--- config.mk ---
export PLATFORM = sky130hd
export DESIGN_NAME = tmr_timer8
export DESIGN_NICKNAME = d
export VERILOG_FILES = /design/src/rtl/tmr_pkg.sv /design/src/rtl/tmr_edge_sync.sv /design/src/rtl/tmr_prescaler.sv /design/src/rtl/tmr_timer8.sv
export SDC_FILE = /design/constraint.sdc
export NUM_CORES = 1
export LEC_CHECK = 0
export ABC_AREA = 1
export BUFFER_PORTS_ARGS = -buffer_cell sky130_fd_sc_hd__buf_2
export CORE_MARGIN = 2
export CORE_UTILIZATION = 58
export DETAILED_ROUTE_END_ITERATION = 8
export PLACE_DENSITY = 0.95
export SETUP_SLACK_MARGIN = 0.3
export SYNTH_ARGS = -nofsm -noshare
export SYNTH_HDL_FRONTEND = slang
export SYNTH_HIERARCHICAL = 1
export SYNTH_SLANG_ARGS = --single-unit
--- constraint.sdc ---
create_clock -name mclk -period 4.3 [get_ports mclk]
set_input_delay 1.29 -clock mclk [delete_from_list [all_inputs] [get_ports mclk]]
set_output_delay 1.29 -clock mclk [all_outputs]
set_load 0.01 [all_outputs]
--- src/rtl/tmr_pkg.sv ---
package tmr_pkg;
    // APB byte addresses of the timer registers.
    localparam logic [7:0] CTRL_ADDR = 8'h00;
    localparam logic [7:0] COUNT_ADDR = 8'h04;
    localparam logic [7:0] CMPA_ADDR = 8'h08;
    localparam logic [7:0] CMPB_ADDR = 8'h0C;
    localparam logic [7:0] FLAG_ADDR = 8'h10;
    localparam logic [7:0] MASK_ADDR = 8'h14;
    localparam logic [7:0] POWER_ADDR = 8'h18;
    localparam logic [7:0] SERVICE_ADDR = 8'h1C;
    // Control register fields.
    localparam int CTC_BIT = 3;
    localparam int CS_MSB = 2;
    // Flag and mask bit positions.
    localparam int OVF_BIT = 0;
    localparam int CMPA_BIT = 1;
    localparam int CMPB_BIT = 2;
    // Reset values and count limits.
    localparam logic [7:0] CTRL_RESET = 8'h00;
    localparam logic [7:0] COUNT_RESET = 8'h00;
    localparam logic [7:0] CMP_RESET = 8'h00;
    localparam logic [2:0] FLAG_RESET = 3'h0;
    localparam logic POWER_RESET = 1'b0;
    localparam logic [7:0] MAX_VALUE = 8'hFF;
    localparam logic [7:0] BOTTOM_VALUE = 8'h00;
    // Prescaler width: counts up to a divide by 1024.
    localparam int PRE_WIDTH = 10;
    localparam logic [9:0] PRE_RESET = 10'h000;
    // Clock source codes.
    localparam logic [2:0] CS_STOP = 3'h0;
    localparam logic [2:0] CS_DIV1 = 3'h1;
    localparam logic [2:0] CS_DIV8 = 3'h2;
    localparam logic [2:0] CS_DIV64 = 3'h3;
    localparam logic [2:0] CS_DIV256 = 3'h4;
    localparam logic [2:0] CS_DIV1024 = 3'h5;
    localparam logic [2:0] CS_EXT_FALL = 3'h6;
    localparam logic [2:0] CS_EXT_RISE = 3'h7;
endpackage : tmr_pkg

--- src/rtl/tmr_edge_sync.sv ---
`timescale 1ns/1ps
module tmr_edge_sync (
    // Clock and reset.
    input wire logic mclk,
    input wire logic rst_n,
    // Pin side.
    input wire logic pinIn,
    // Detected edges.
    output logic risePulse,
    output logic fallPulse
);
    logic meta;
    logic sync;
    logic last;

    // Two stages before any edge logic looks at the pin.
    always_ff @(posedge mclk or negedge rst_n) begin
        if (!rst_n) begin
            meta <= 1'b0;
            sync <= 1'b0;
            last <= 1'b0;
        end else begin
            meta <= pinIn;
            sync <= meta;
            last <= sync;
        end
    end

    assign risePulse = sync & ~last;
    assign fallPulse = ~sync & last;
endmodule : tmr_edge_sync

--- src/rtl/tmr_prescaler.sv ---
`timescale 1ns/1ps
module tmr_prescaler (
    // Clock and reset.
    input wire logic mclk,
    input wire logic rst_n,
    // Control.
    input wire logic run,
    // Tap enables, one cycle each.
    output logic div8,
    output logic div64,
    output logic div256,
    output logic div1024
);
    logic [tmr_pkg::PRE_WIDTH-1:0] preCount;

    // Free counter; the taps fire while the low bits are all ones, in the cycle before they wrap to zero.
    always_ff @(posedge mclk or negedge rst_n) begin
        if (!rst_n) begin
            preCount <= tmr_pkg::PRE_RESET;
        end else if (run) begin
            preCount <= preCount + 10'h001;
        end else begin
            preCount <= tmr_pkg::PRE_RESET;
        end
    end

    assign div8 = run && (preCount[2:0] == 3'h7);
    assign div64 = run && (preCount[5:0] == 6'h3F);
    assign div256 = run && (preCount[7:0] == 8'hFF);
    assign div1024 = run && (preCount[9:0] == 10'h3FF);
endmodule : tmr_prescaler

--- src/rtl/tmr_timer8.sv ---
// Our own choices: the address map and register access over APB.
`timescale 1ns/1ps
module tmr_timer8 (
    // Clock and reset.
    input wire logic mclk,
    input wire logic rst_n,
    // APB slave.
    input wire logic psel,
    input wire logic penable,
    input wire logic pwrite,
    input wire logic [7:0] paddr,
    input wire logic [31:0] pwdata,
    output logic [31:0] prdata,
    output logic pready,
    output logic pslverr,
    // External count pin.
    input wire logic extCountPin,
    // Interrupt requests and their service acknowledges.
    input wire logic [2:0] irqAck,
    output logic [2:0] irqReq
);
    logic [3:0] timerControlReg;
    logic [7:0] countValueReg;
    logic [7:0] compareAValueReg;
    logic [7:0] compareBValueReg;
    logic [2:0] irqFlagReg;
    logic [2:0] irqMaskReg;
    logic timerPowerOffReg;
    logic blockMatchReg;
    logic [7:0] countValueNext;
    logic [2:0] clockSourceSelect;
    logic clearOnMatchSelect;
    logic timerTick;
    logic extRise;
    logic extFall;
    logic div8;
    logic div64;
    logic div256;
    logic div1024;
    logic accessPhase;
    logic writeStrobe;
    logic readStrobe;
    logic addrHit;
    logic countWrite;
    logic matchA;
    logic matchB;
    logic atTopA;
    logic [2:0] flagSet;
    logic [2:0] flagClear;
    logic [31:0] readValue;

    assign clockSourceSelect = timerControlReg[tmr_pkg::CS_MSB:0];
    assign clearOnMatchSelect = timerControlReg[tmr_pkg::CTC_BIT];

    // Bus decode: every transfer finishes in its first access cycle.
    assign accessPhase = psel && penable;
    assign writeStrobe = accessPhase && pwrite;
    assign readStrobe = accessPhase && !pwrite;
    assign addrHit = (paddr == tmr_pkg::CTRL_ADDR) || (paddr == tmr_pkg::COUNT_ADDR)
        || (paddr == tmr_pkg::CMPA_ADDR) || (paddr == tmr_pkg::CMPB_ADDR)
        || (paddr == tmr_pkg::FLAG_ADDR) || (paddr == tmr_pkg::MASK_ADDR)
        || (paddr == tmr_pkg::POWER_ADDR) || (paddr == tmr_pkg::SERVICE_ADDR);
    assign countWrite = writeStrobe && (paddr == tmr_pkg::COUNT_ADDR);

    // Prescaler only runs while powered, so a powered-off timer's prescaler does not toggle; the pin synchronizer still samples.
    tmr_prescaler uPrescaler (
        .mclk(mclk),
        .rst_n(rst_n),
        .run(!timerPowerOffReg),
        .div8(div8),
        .div64(div64),
        .div256(div256),
        .div1024(div1024)
    );

    // The pin is sampled regardless of how the port drives it.
    tmr_edge_sync uPinSync (
        .mclk(mclk),
        .rst_n(rst_n),
        .pinIn(extCountPin),
        .risePulse(extRise),
        .fallPulse(extFall)
    );

    // Tick select; the tick is an enable, never a clock.
    always_comb begin
        timerTick = 1'b0;
        unique case (clockSourceSelect)
            tmr_pkg::CS_STOP: timerTick = 1'b0;
            tmr_pkg::CS_DIV1: timerTick = 1'b1;
            tmr_pkg::CS_DIV8: timerTick = div8;
            tmr_pkg::CS_DIV64: timerTick = div64;
            tmr_pkg::CS_DIV256: timerTick = div256;
            tmr_pkg::CS_DIV1024: timerTick = div1024;
            tmr_pkg::CS_EXT_FALL: timerTick = extFall;
            tmr_pkg::CS_EXT_RISE: timerTick = extRise;
        endcase
        if (timerPowerOffReg) begin
            timerTick = 1'b0;
        end
    end

    // Comparators look at the count continuously; A also defines top in clear mode.
    assign matchA = (countValueReg == compareAValueReg);
    assign matchB = (countValueReg == compareBValueReg);
    assign atTopA = clearOnMatchSelect && matchA;

    // Next count: software write first, then clear on match, then increment.
    always_comb begin
        countValueNext = countValueReg;
        if (countWrite) begin
            countValueNext = pwdata[7:0];
        end else if (timerTick) begin
            if (atTopA) begin
                countValueNext = tmr_pkg::BOTTOM_VALUE;
            end else begin
                countValueNext = countValueReg + 8'h01;
            end
        end
    end

    always_ff @(posedge mclk or negedge rst_n) begin
        if (!rst_n) begin
            countValueReg <= tmr_pkg::COUNT_RESET;
        end else begin
            countValueReg <= countValueNext;
        end
    end

    // A count write arms a block that lasts until the next tick has passed.
    always_ff @(posedge mclk or negedge rst_n) begin
        if (!rst_n) begin
            blockMatchReg <= 1'b0;
        end else if (countWrite) begin
            blockMatchReg <= 1'b1;
        end else if (timerTick) begin
            blockMatchReg <= 1'b0;
        end
    end

    // Hardware flag events; overflow is the 0xFF to 0x00 pass in either mode.
    always_comb begin
        flagSet = 3'h0;
        if (timerTick && !countWrite) begin
            // A clear-on-match from 0xFF to zero is still a pass through the maximum.
            flagSet[tmr_pkg::OVF_BIT] = (countValueReg == tmr_pkg::MAX_VALUE);
            flagSet[tmr_pkg::CMPA_BIT] = matchA && !blockMatchReg;
            flagSet[tmr_pkg::CMPB_BIT] = matchB && !blockMatchReg;
        end
        flagClear = irqAck;
        if (writeStrobe && (paddr == tmr_pkg::FLAG_ADDR)) begin
            flagClear = flagClear | pwdata[2:0];
        end
    end

    // Set wins over a clear in the same cycle so no event is lost.
    genvar gi;
    generate
        for (gi = 0; gi < 3; gi = gi + 1) begin : gFlag
            always_ff @(posedge mclk or negedge rst_n) begin
                if (!rst_n) begin
                    irqFlagReg[gi] <= 1'b0;
                end else if (flagSet[gi]) begin
                    irqFlagReg[gi] <= 1'b1;
                end else if (flagClear[gi]) begin
                    irqFlagReg[gi] <= 1'b0;
                end
            end
        end
    endgenerate

    // Configuration registers written over the bus.
    always_ff @(posedge mclk or negedge rst_n) begin
        if (!rst_n) begin
            timerControlReg <= tmr_pkg::CTRL_RESET[3:0];
            compareAValueReg <= tmr_pkg::CMP_RESET;
            compareBValueReg <= tmr_pkg::CMP_RESET;
            irqMaskReg <= tmr_pkg::FLAG_RESET;
            timerPowerOffReg <= tmr_pkg::POWER_RESET;
        end else if (writeStrobe) begin
            unique case (paddr)
                tmr_pkg::CTRL_ADDR: timerControlReg <= pwdata[3:0];
                tmr_pkg::CMPA_ADDR: compareAValueReg <= pwdata[7:0];
                tmr_pkg::CMPB_ADDR: compareBValueReg <= pwdata[7:0];
                tmr_pkg::MASK_ADDR: irqMaskReg <= pwdata[2:0];
                tmr_pkg::POWER_ADDR: timerPowerOffReg <= pwdata[0];
                default: ;
            endcase
        end
    end

    // Read mux; reserved bits are zero.
    always_comb begin
        readValue = 32'h0000_0000;
        unique case (paddr)
            tmr_pkg::CTRL_ADDR: readValue[3:0] = timerControlReg;
            tmr_pkg::COUNT_ADDR: readValue[7:0] = countValueReg;
            tmr_pkg::CMPA_ADDR: readValue[7:0] = compareAValueReg;
            tmr_pkg::CMPB_ADDR: readValue[7:0] = compareBValueReg;
            tmr_pkg::FLAG_ADDR: readValue[2:0] = irqFlagReg;
            tmr_pkg::MASK_ADDR: readValue[2:0] = irqMaskReg;
            tmr_pkg::POWER_ADDR: readValue[0] = timerPowerOffReg;
            default: readValue = 32'h0000_0000;
        endcase
    end

    // Read data is registered in the setup cycle so the access phase sees it.
    always_ff @(posedge mclk or negedge rst_n) begin
        if (!rst_n) begin
            prdata <= 32'h0000_0000;
            pslverr <= 1'b0;
            pready <= 1'b0;
        end else begin
            pready <= psel && !penable;
            pslverr <= psel && !penable && !addrHit;
            if (psel && !penable && !pwrite) begin
                prdata <= readValue;
            end
        end
    end

    // Masked requests, registered so the port comes from a flop.
    always_ff @(posedge mclk or negedge rst_n) begin
        if (!rst_n) begin
            irqReq <= 3'h0;
        end else begin
            irqReq <= irqFlagReg & irqMaskReg;
        end
    end

    a_stop_holds: assert property (@(posedge mclk) disable iff (!rst_n)
        (clockSourceSelect == tmr_pkg::CS_STOP && !countWrite)
            |=> (countValueReg == $past(countValueReg)))
        else $error("Count moved while stopped.");

    a_write_wins: assert property (@(posedge mclk) disable iff (!rst_n)
        countWrite |=> (countValueReg == $past(pwdata[7:0])))
        else $error("Count write lost.");

    a_normal_wrap: assert property (@(posedge mclk) disable iff (!rst_n)
        (timerTick && !countWrite && !clearOnMatchSelect)
            |=> (countValueReg == $past(countValueReg) + 8'h01))
        else $error("Normal mode did not increment.");

    a_ctc_clear: assert property (@(posedge mclk) disable iff (!rst_n)
        (timerTick && !countWrite && atTopA) |=> (countValueReg == 8'h00))
        else $error("Clear on match failed.");

    a_ovf_zero: assert property (@(posedge mclk) disable iff (!rst_n)
        (timerTick && !countWrite && countValueReg == 8'hFF)
            |=> (irqFlagReg[0] && countValueReg == 8'h00))
        else $error("Overflow flag not set on wrap.");

    a_match_block: assert property (@(posedge mclk) disable iff (!rst_n)
        (blockMatchReg && timerTick) |=> (!$rose(irqFlagReg[1]) && !$rose(irqFlagReg[2])))
        else $error("Match not blocked after count write.");

    a_cmpb_set: assert property (@(posedge mclk) disable iff (!rst_n)
        (timerTick && !countWrite && matchB && !blockMatchReg) |=> irqFlagReg[2])
        else $error("Compare B flag not set.");

    a_power_off: assert property (@(posedge mclk) disable iff (!rst_n)
        timerPowerOffReg |-> !timerTick)
        else $error("Tick while powered off.");

    a_flag_clear: assert property (@(posedge mclk) disable iff (!rst_n)
        (irqAck[1] && !flagSet[1]) |=> !irqFlagReg[1])
        else $error("Service did not clear compare A flag.");

    a_irq_mask: assert property (@(posedge mclk) disable iff (!rst_n)
        1'b1 |=> (irqReq == ($past(irqFlagReg) & $past(irqMaskReg))))
        else $error("Interrupt request not gated by mask.");

    // Pin and bus read checks look at what enters the block; the software clear check uses its own writeStrobe decode.
    a_cmpa_set: assert property (@(posedge mclk) disable iff (!rst_n)
        (timerTick && !countWrite && matchA && !blockMatchReg) |=> irqFlagReg[1])
        else $error("Compare A flag not set.");

    a_ovf_sticky: assert property (@(posedge mclk) disable iff (!rst_n)
        (irqFlagReg[0] && !flagClear[0]) |=> irqFlagReg[0])
        else $error("Overflow flag cleared by hardware.");

    a_sw_clear: assert property (@(posedge mclk) disable iff (!rst_n)
        (writeStrobe && paddr == tmr_pkg::FLAG_ADDR && pwdata[0] && !flagSet[0])
            |=> !irqFlagReg[0])
        else $error("Software write did not clear overflow flag.");

    a_ctrl_reserved: assert property (@(posedge mclk) disable iff (!rst_n)
        (psel && !penable && !pwrite && paddr == tmr_pkg::CTRL_ADDR)
            |=> (prdata[31:4] == 28'h0000000))
        else $error("Control reserved bits not zero.");

    a_flag_reserved: assert property (@(posedge mclk) disable iff (!rst_n)
        (psel && !penable && !pwrite && paddr == tmr_pkg::FLAG_ADDR)
            |=> (prdata[31:3] == 29'h00000000))
        else $error("Flag reserved bits not zero.");

    a_count_read: assert property (@(posedge mclk) disable iff (!rst_n)
        (psel && !penable && !pwrite && paddr == tmr_pkg::COUNT_ADDR)
            |=> (prdata[7:0] == $past(countValueReg)))
        else $error("Count read returned a stale value.");

    a_rise_tick: assert property (@(posedge mclk) disable iff (!rst_n)
        (clockSourceSelect == tmr_pkg::CS_EXT_RISE && timerTick)
            |-> ($past(extCountPin, 2) && !$past(extCountPin, 3)))
        else $error("Rise tick without a rising pin edge.");

    a_fall_tick: assert property (@(posedge mclk) disable iff (!rst_n)
        (clockSourceSelect == tmr_pkg::CS_EXT_FALL && timerTick)
            |-> (!$past(extCountPin, 2) && $past(extCountPin, 3)))
        else $error("Fall tick without a falling pin edge.");

    a_div1_tick: assert property (@(posedge mclk) disable iff (!rst_n)
        (clockSourceSelect == tmr_pkg::CS_DIV1 && !timerPowerOffReg) |-> timerTick)
        else $error("Undivided source missed a tick.");

    a_div8_gap: assert property (@(posedge mclk) disable iff (!rst_n)
        (clockSourceSelect == tmr_pkg::CS_DIV8 && timerTick)
            |=> (!timerTick || clockSourceSelect != tmr_pkg::CS_DIV8))
        else $error("Divide by 8 ticked twice in a row.");

    a_div64_gap: assert property (@(posedge mclk) disable iff (!rst_n)
        (clockSourceSelect == tmr_pkg::CS_DIV64 && timerTick)
            |=> (!timerTick || clockSourceSelect != tmr_pkg::CS_DIV64))
        else $error("Divide by 64 ticked twice in a row.");
endmodule : tmr_timer8

==> key figures <==
Outcome
  – Status: finished clean

Yosys
  – Synth Instances: 491
  – Distinct cells, synth: 35
  – Register area share after synthesis: 42.12%
  – Average cell area after synthesis: 7.502 um2
  – Main area contributors after synthesis: dfrtp_1, nand2_1, inv_1
  – Yosys top cell by area: dfrtp_1
  – Mapped Area: 3684 um2
  – Area fraction of the dominant cell type after synthesis: 42.12%
  – Number of synthesized flops with an enable pin: 0
  – Post-synth top flop: dfrtp_1
  – Yosys warnings: 6
  – Synth Register Bits: 62
  – Asr flop ratio synth: 100.0%

Global route
  – Gr usage total: 22.74%
  – GRT Residual Overflow: 0
  – Vias in the first global route: 2,982
  – Largest net degree at the start of global routing: 52
  – First-pass GRT wire length: 12.89 mm
  – Initial antenna violation count: 0

Power
  – Pint: 961.2 uW
  – Net Sw Power: 290.4 uW
  – Power per standard cell area: 311.3 nW/um2
  – Combinational power share: 6.9%
  – Switching share of power: 23.20%
  – Clk pwr share: 45.0%
  – Leak pwr: 0.002205 uW
  – Seq pwr share: 48.1%
  – VDD IR max: 223.0 uV

Layout
  – Layout fillers: 490
  – N_diodes: 0
  – Area delta synth->final: 9.137%
  – Design area: 4020 um2
  – Post-route insts no fill: 610
  – NumNets Final: 580
  – FF+latch area: 1551 um2
  – Share of cells above drive strength 1: 17.26%
  – Area of the multi-input gates: 1683 um2

Route
  – Wirelength per Cell: 12.57 um
  – DRC viols: 0
  – Routed wire length: 7.667 mm
  – DR iter-0 viols: 310
  – TritonRoute pass-1 iters: 6
  – Vias/cell: 5.175
  – DR vias: 3,157
  – DRT antenna net count: 0

STA
  – Relative max-transition margin: 23.93%
  – Final hold violation count: 0
  – Worst-Margin Slew: 1141 ps
  – Skew final: 10.19 ps
  – # setup viols final: 0
  – Max-slew violations: 0
  – RSZ-0062 raised after global routing: false
  – Worst hold slack: 352.0 ps
  – Fmax: 0.3779 GHz
  – Setup TNS: 0 ps
  – Tcrit/Tclk final: 61.55%
  – Tmin final: 2647 ps

Clock network
  – Clock Sinks: 62
  – Skew-Pair Late Insertion Delay: 350 ps
  – Clock transition at path regs: 70 ps
  – CTS tree: yes
  – Post-CTS setup buffers: 0
  – Worst-case clock buffer depth: 2
  – CTS Hold Bufs: 0
  – Htree depth: 3
  – Root cell of the clock tree: clkbuf_8
  – Num CTS Buffers: 9
  – Post_cts resized: 0

Job
  – Max Cap Viol: 0

Critical path
  – FF-to-FF setup slack: 2290 ps
  – Critical path required time: 4520 ps
  – Reg2reg end: irqFlagReg[1]$_DFFE_PN0P_
  – Crit Path Class: in -> reg
  – Crit Reg-Reg Startpoint: uPrescaler/preCount[0]$_DFF_PN0_
  – Setup crit end kind: register
  – Worst Reg-to-Reg Cells: 15
  – Worst-path maximum fanout: 11
  – Startpoint class of the critical path: input pin
  – Critical path data arrival time: 2860 ps

Min path
  – Hold Path Class: reg -> reg
  – WHS Path Cells: 0
  – Worst Hold Endpoint: uPinSync/sync$_DFF_PN0_
  – Hold Crit Start: uPinSync/meta$_DFF_PN0_

Placement
  – Number of port buffers: 37
  – Post-DP HPWL: 5.574 mm
  – Inst Count DP: 594
  – RD Place Congestion: 0.8766
  – Placed instance area: 3805 um2

Die
  – Core area: 6241 um2
  – Num ports: 86
  – Starting density of the core: 59.02%
  – Std cell rows: 29
  – DIE WIDTH: 83.69 um
  – Chip height: 83.69 um
  – Die Area: 7004 um2
-- cell usage after synthesis (2+ instances only) --
cell type,number
ha_1,3
nor3_2,2
nor2_4,2
inv_1,66
a21oi_1,6
buf_6,3
clkinv_2,2
inv_2,4
buf_2,6
xor2_1,9
nand3_1,36
clkbuf_2,2
nand3_2,3
nand2_1,151
buf_4,24
a21boi_1,2
nand2_4,2
o21ai_0,21
nand2_2,4
o22ai_1,2
nor3_1,3
o211ai_1,4
nor2_1,41
or2_2,2
dfrtp_1,62
o21ai_2,16
xnor2_1,5
-- how the worst max path moves through the flow --
stage | start | endpoint | slack (ps) | cells past startpoint
4_1_cts | pwrite | countValueReg[2]$_DFFE_PN0P_ | 1670 | 8
6_report | pwrite | countValueReg[2]$_DFFE_PN0P_ | 1650 | 8
5_1_grt | paddr[0] | countValueReg[4]$_DFFE_PN0P_ | 1550 | 9
3_5_place_dp | pwrite | irqFlagReg[1]$_DFFE_PN0P_ | 1320 | 8
3_3_place_gp | pwrite | irqFlagReg[1]$_DFFE_PN0P_ | 1350 | 8
2_1_floorplan | paddr[0] | compareAValueReg[5]$_DFFE_PN0P_ | 2060 | 9
-- cells by family after synthesis --
family	count (synthesis)	synth area share, %
simple gates	249	29.25
buf+inv	108	14.54
flops	62	42.12
compound gates	54	9.646
xor+xnor	14	3.329
fa+ha+maj	3	1.019
other cells	1	0.1018
-- sequential cells by signal, indices dropped and copies added, names as in the netlist --
signal and flops:
compareAValueReg 8, uPrescaler/preCount 10, irqFlagReg 3, irqMaskReg 3, irqReq 3, uPinSync/sync 1, prdata 8, timerPowerOffReg 1
uPinSync/meta 1, pslverr 1, countValueReg 8, compareBValueReg 8, pready 1, timerControlReg 4, blockMatchReg 1, uPinSync/last 1
-- per-stage QoR --
stage / util (%) / setup WS, ps / power [uW]
after CTS: 64.41 / 1675 / 1258
after global routing: 64.41 / 1548 / 1292
final: 64.41 / 1653 / 1252
after detailed placement: 60.97 / 1316 / 698.7
after floorplan: - / 2056 / 676.8
after global placement: 60.97 / 1351 / 695.3
-- cells in the final DEF (no fill, tap or decap) --
master / Yosys / final
a21boi_1: 2 / 2
a21oi_1: 6 / 6
a21oi_2: 1 / 1
buf_2: 6 / 37
buf_4: 24 / 1
bufinv_16: 0 / 2
clkbuf_1: 0 / 2
clkbuf_8: 0 / 10
clkinv_2: 2 / 4
clkinv_4: 1 / 1
conb_1: 1 / 24
dfrtp_1: 62 / 62
ha_1: 3 / 3
inv_1: 66 / 66
inv_2: 4 / 4
nand2_1: 151 / 151
nand2_2: 4 / 4
nand2_4: 2 / 2
nand3_1: 36 / 36
nand3_2: 3 / 3
nand4_1: 1 / 1
nor2_1: 41 / 41
nor2_4: 2 / 2
nor3_1: 3 / 3
nor3_2: 2 / 2
nor3_4: 1 / 1
nor4_1: 1 / 1
o2111ai_1: 1 / 1
o211ai_1: 4 / 4
o21ai_0: 21 / 21
o21ai_1: 1 / 1
o21ai_2: 16 / 16
o22ai_1: 2 / 2
or2_2: 2 / 2
xnor2_1: 5 / 5
xor2_1: 9 / 9
-- power by group through the flow --
| stage | clock network (uW) | registers [uW] | logic (uW) |
|---|---|---|---|
| 6_report | 564 | 602 | 86.2 |
| 5_1_grt | 591 | 603 | 98.1 |
| 4_1_cts | 570 | 602 | 86.9 |
| 3_5_place_dp | 0 | 613 | 86.2 |
| 3_3_place_gp | 0 | 612 | 83.6 |
| 2_1_floorplan | 0 | 612 | 65.2 |
-- layout make-up --
class,count,area share (%)
Inverter,73,7.003
Tap cell,77,2.397
Clock inverter,4,1.743
Sequential cell,62,38.59
Timing Repair Buffer,38,4.793
Multi-Input combinational cell,344,41.86
Clock buffer,12,3.610
-- critical path: stages --
cell     delay (ps)
buf_2            90
nand3_1          70
inv_1           310
nand3_1         480
nand3_1         330
inv_2           130
nand2_1         100
nand3_1          70
-- per-layer routing --
metal / track usage [%] / share of wire (%) / up-vias
met5: 0 / 0 / -
met2: 38.69 / 49 / 122
met3: 4.748 / 6.3 / 24
met4: 9.971 / 1.9 / 0
li1: - / - / 1549
met1: 27.91 / 43 / 1462
No activity file was read; power rests on OpenSTA's default activity.
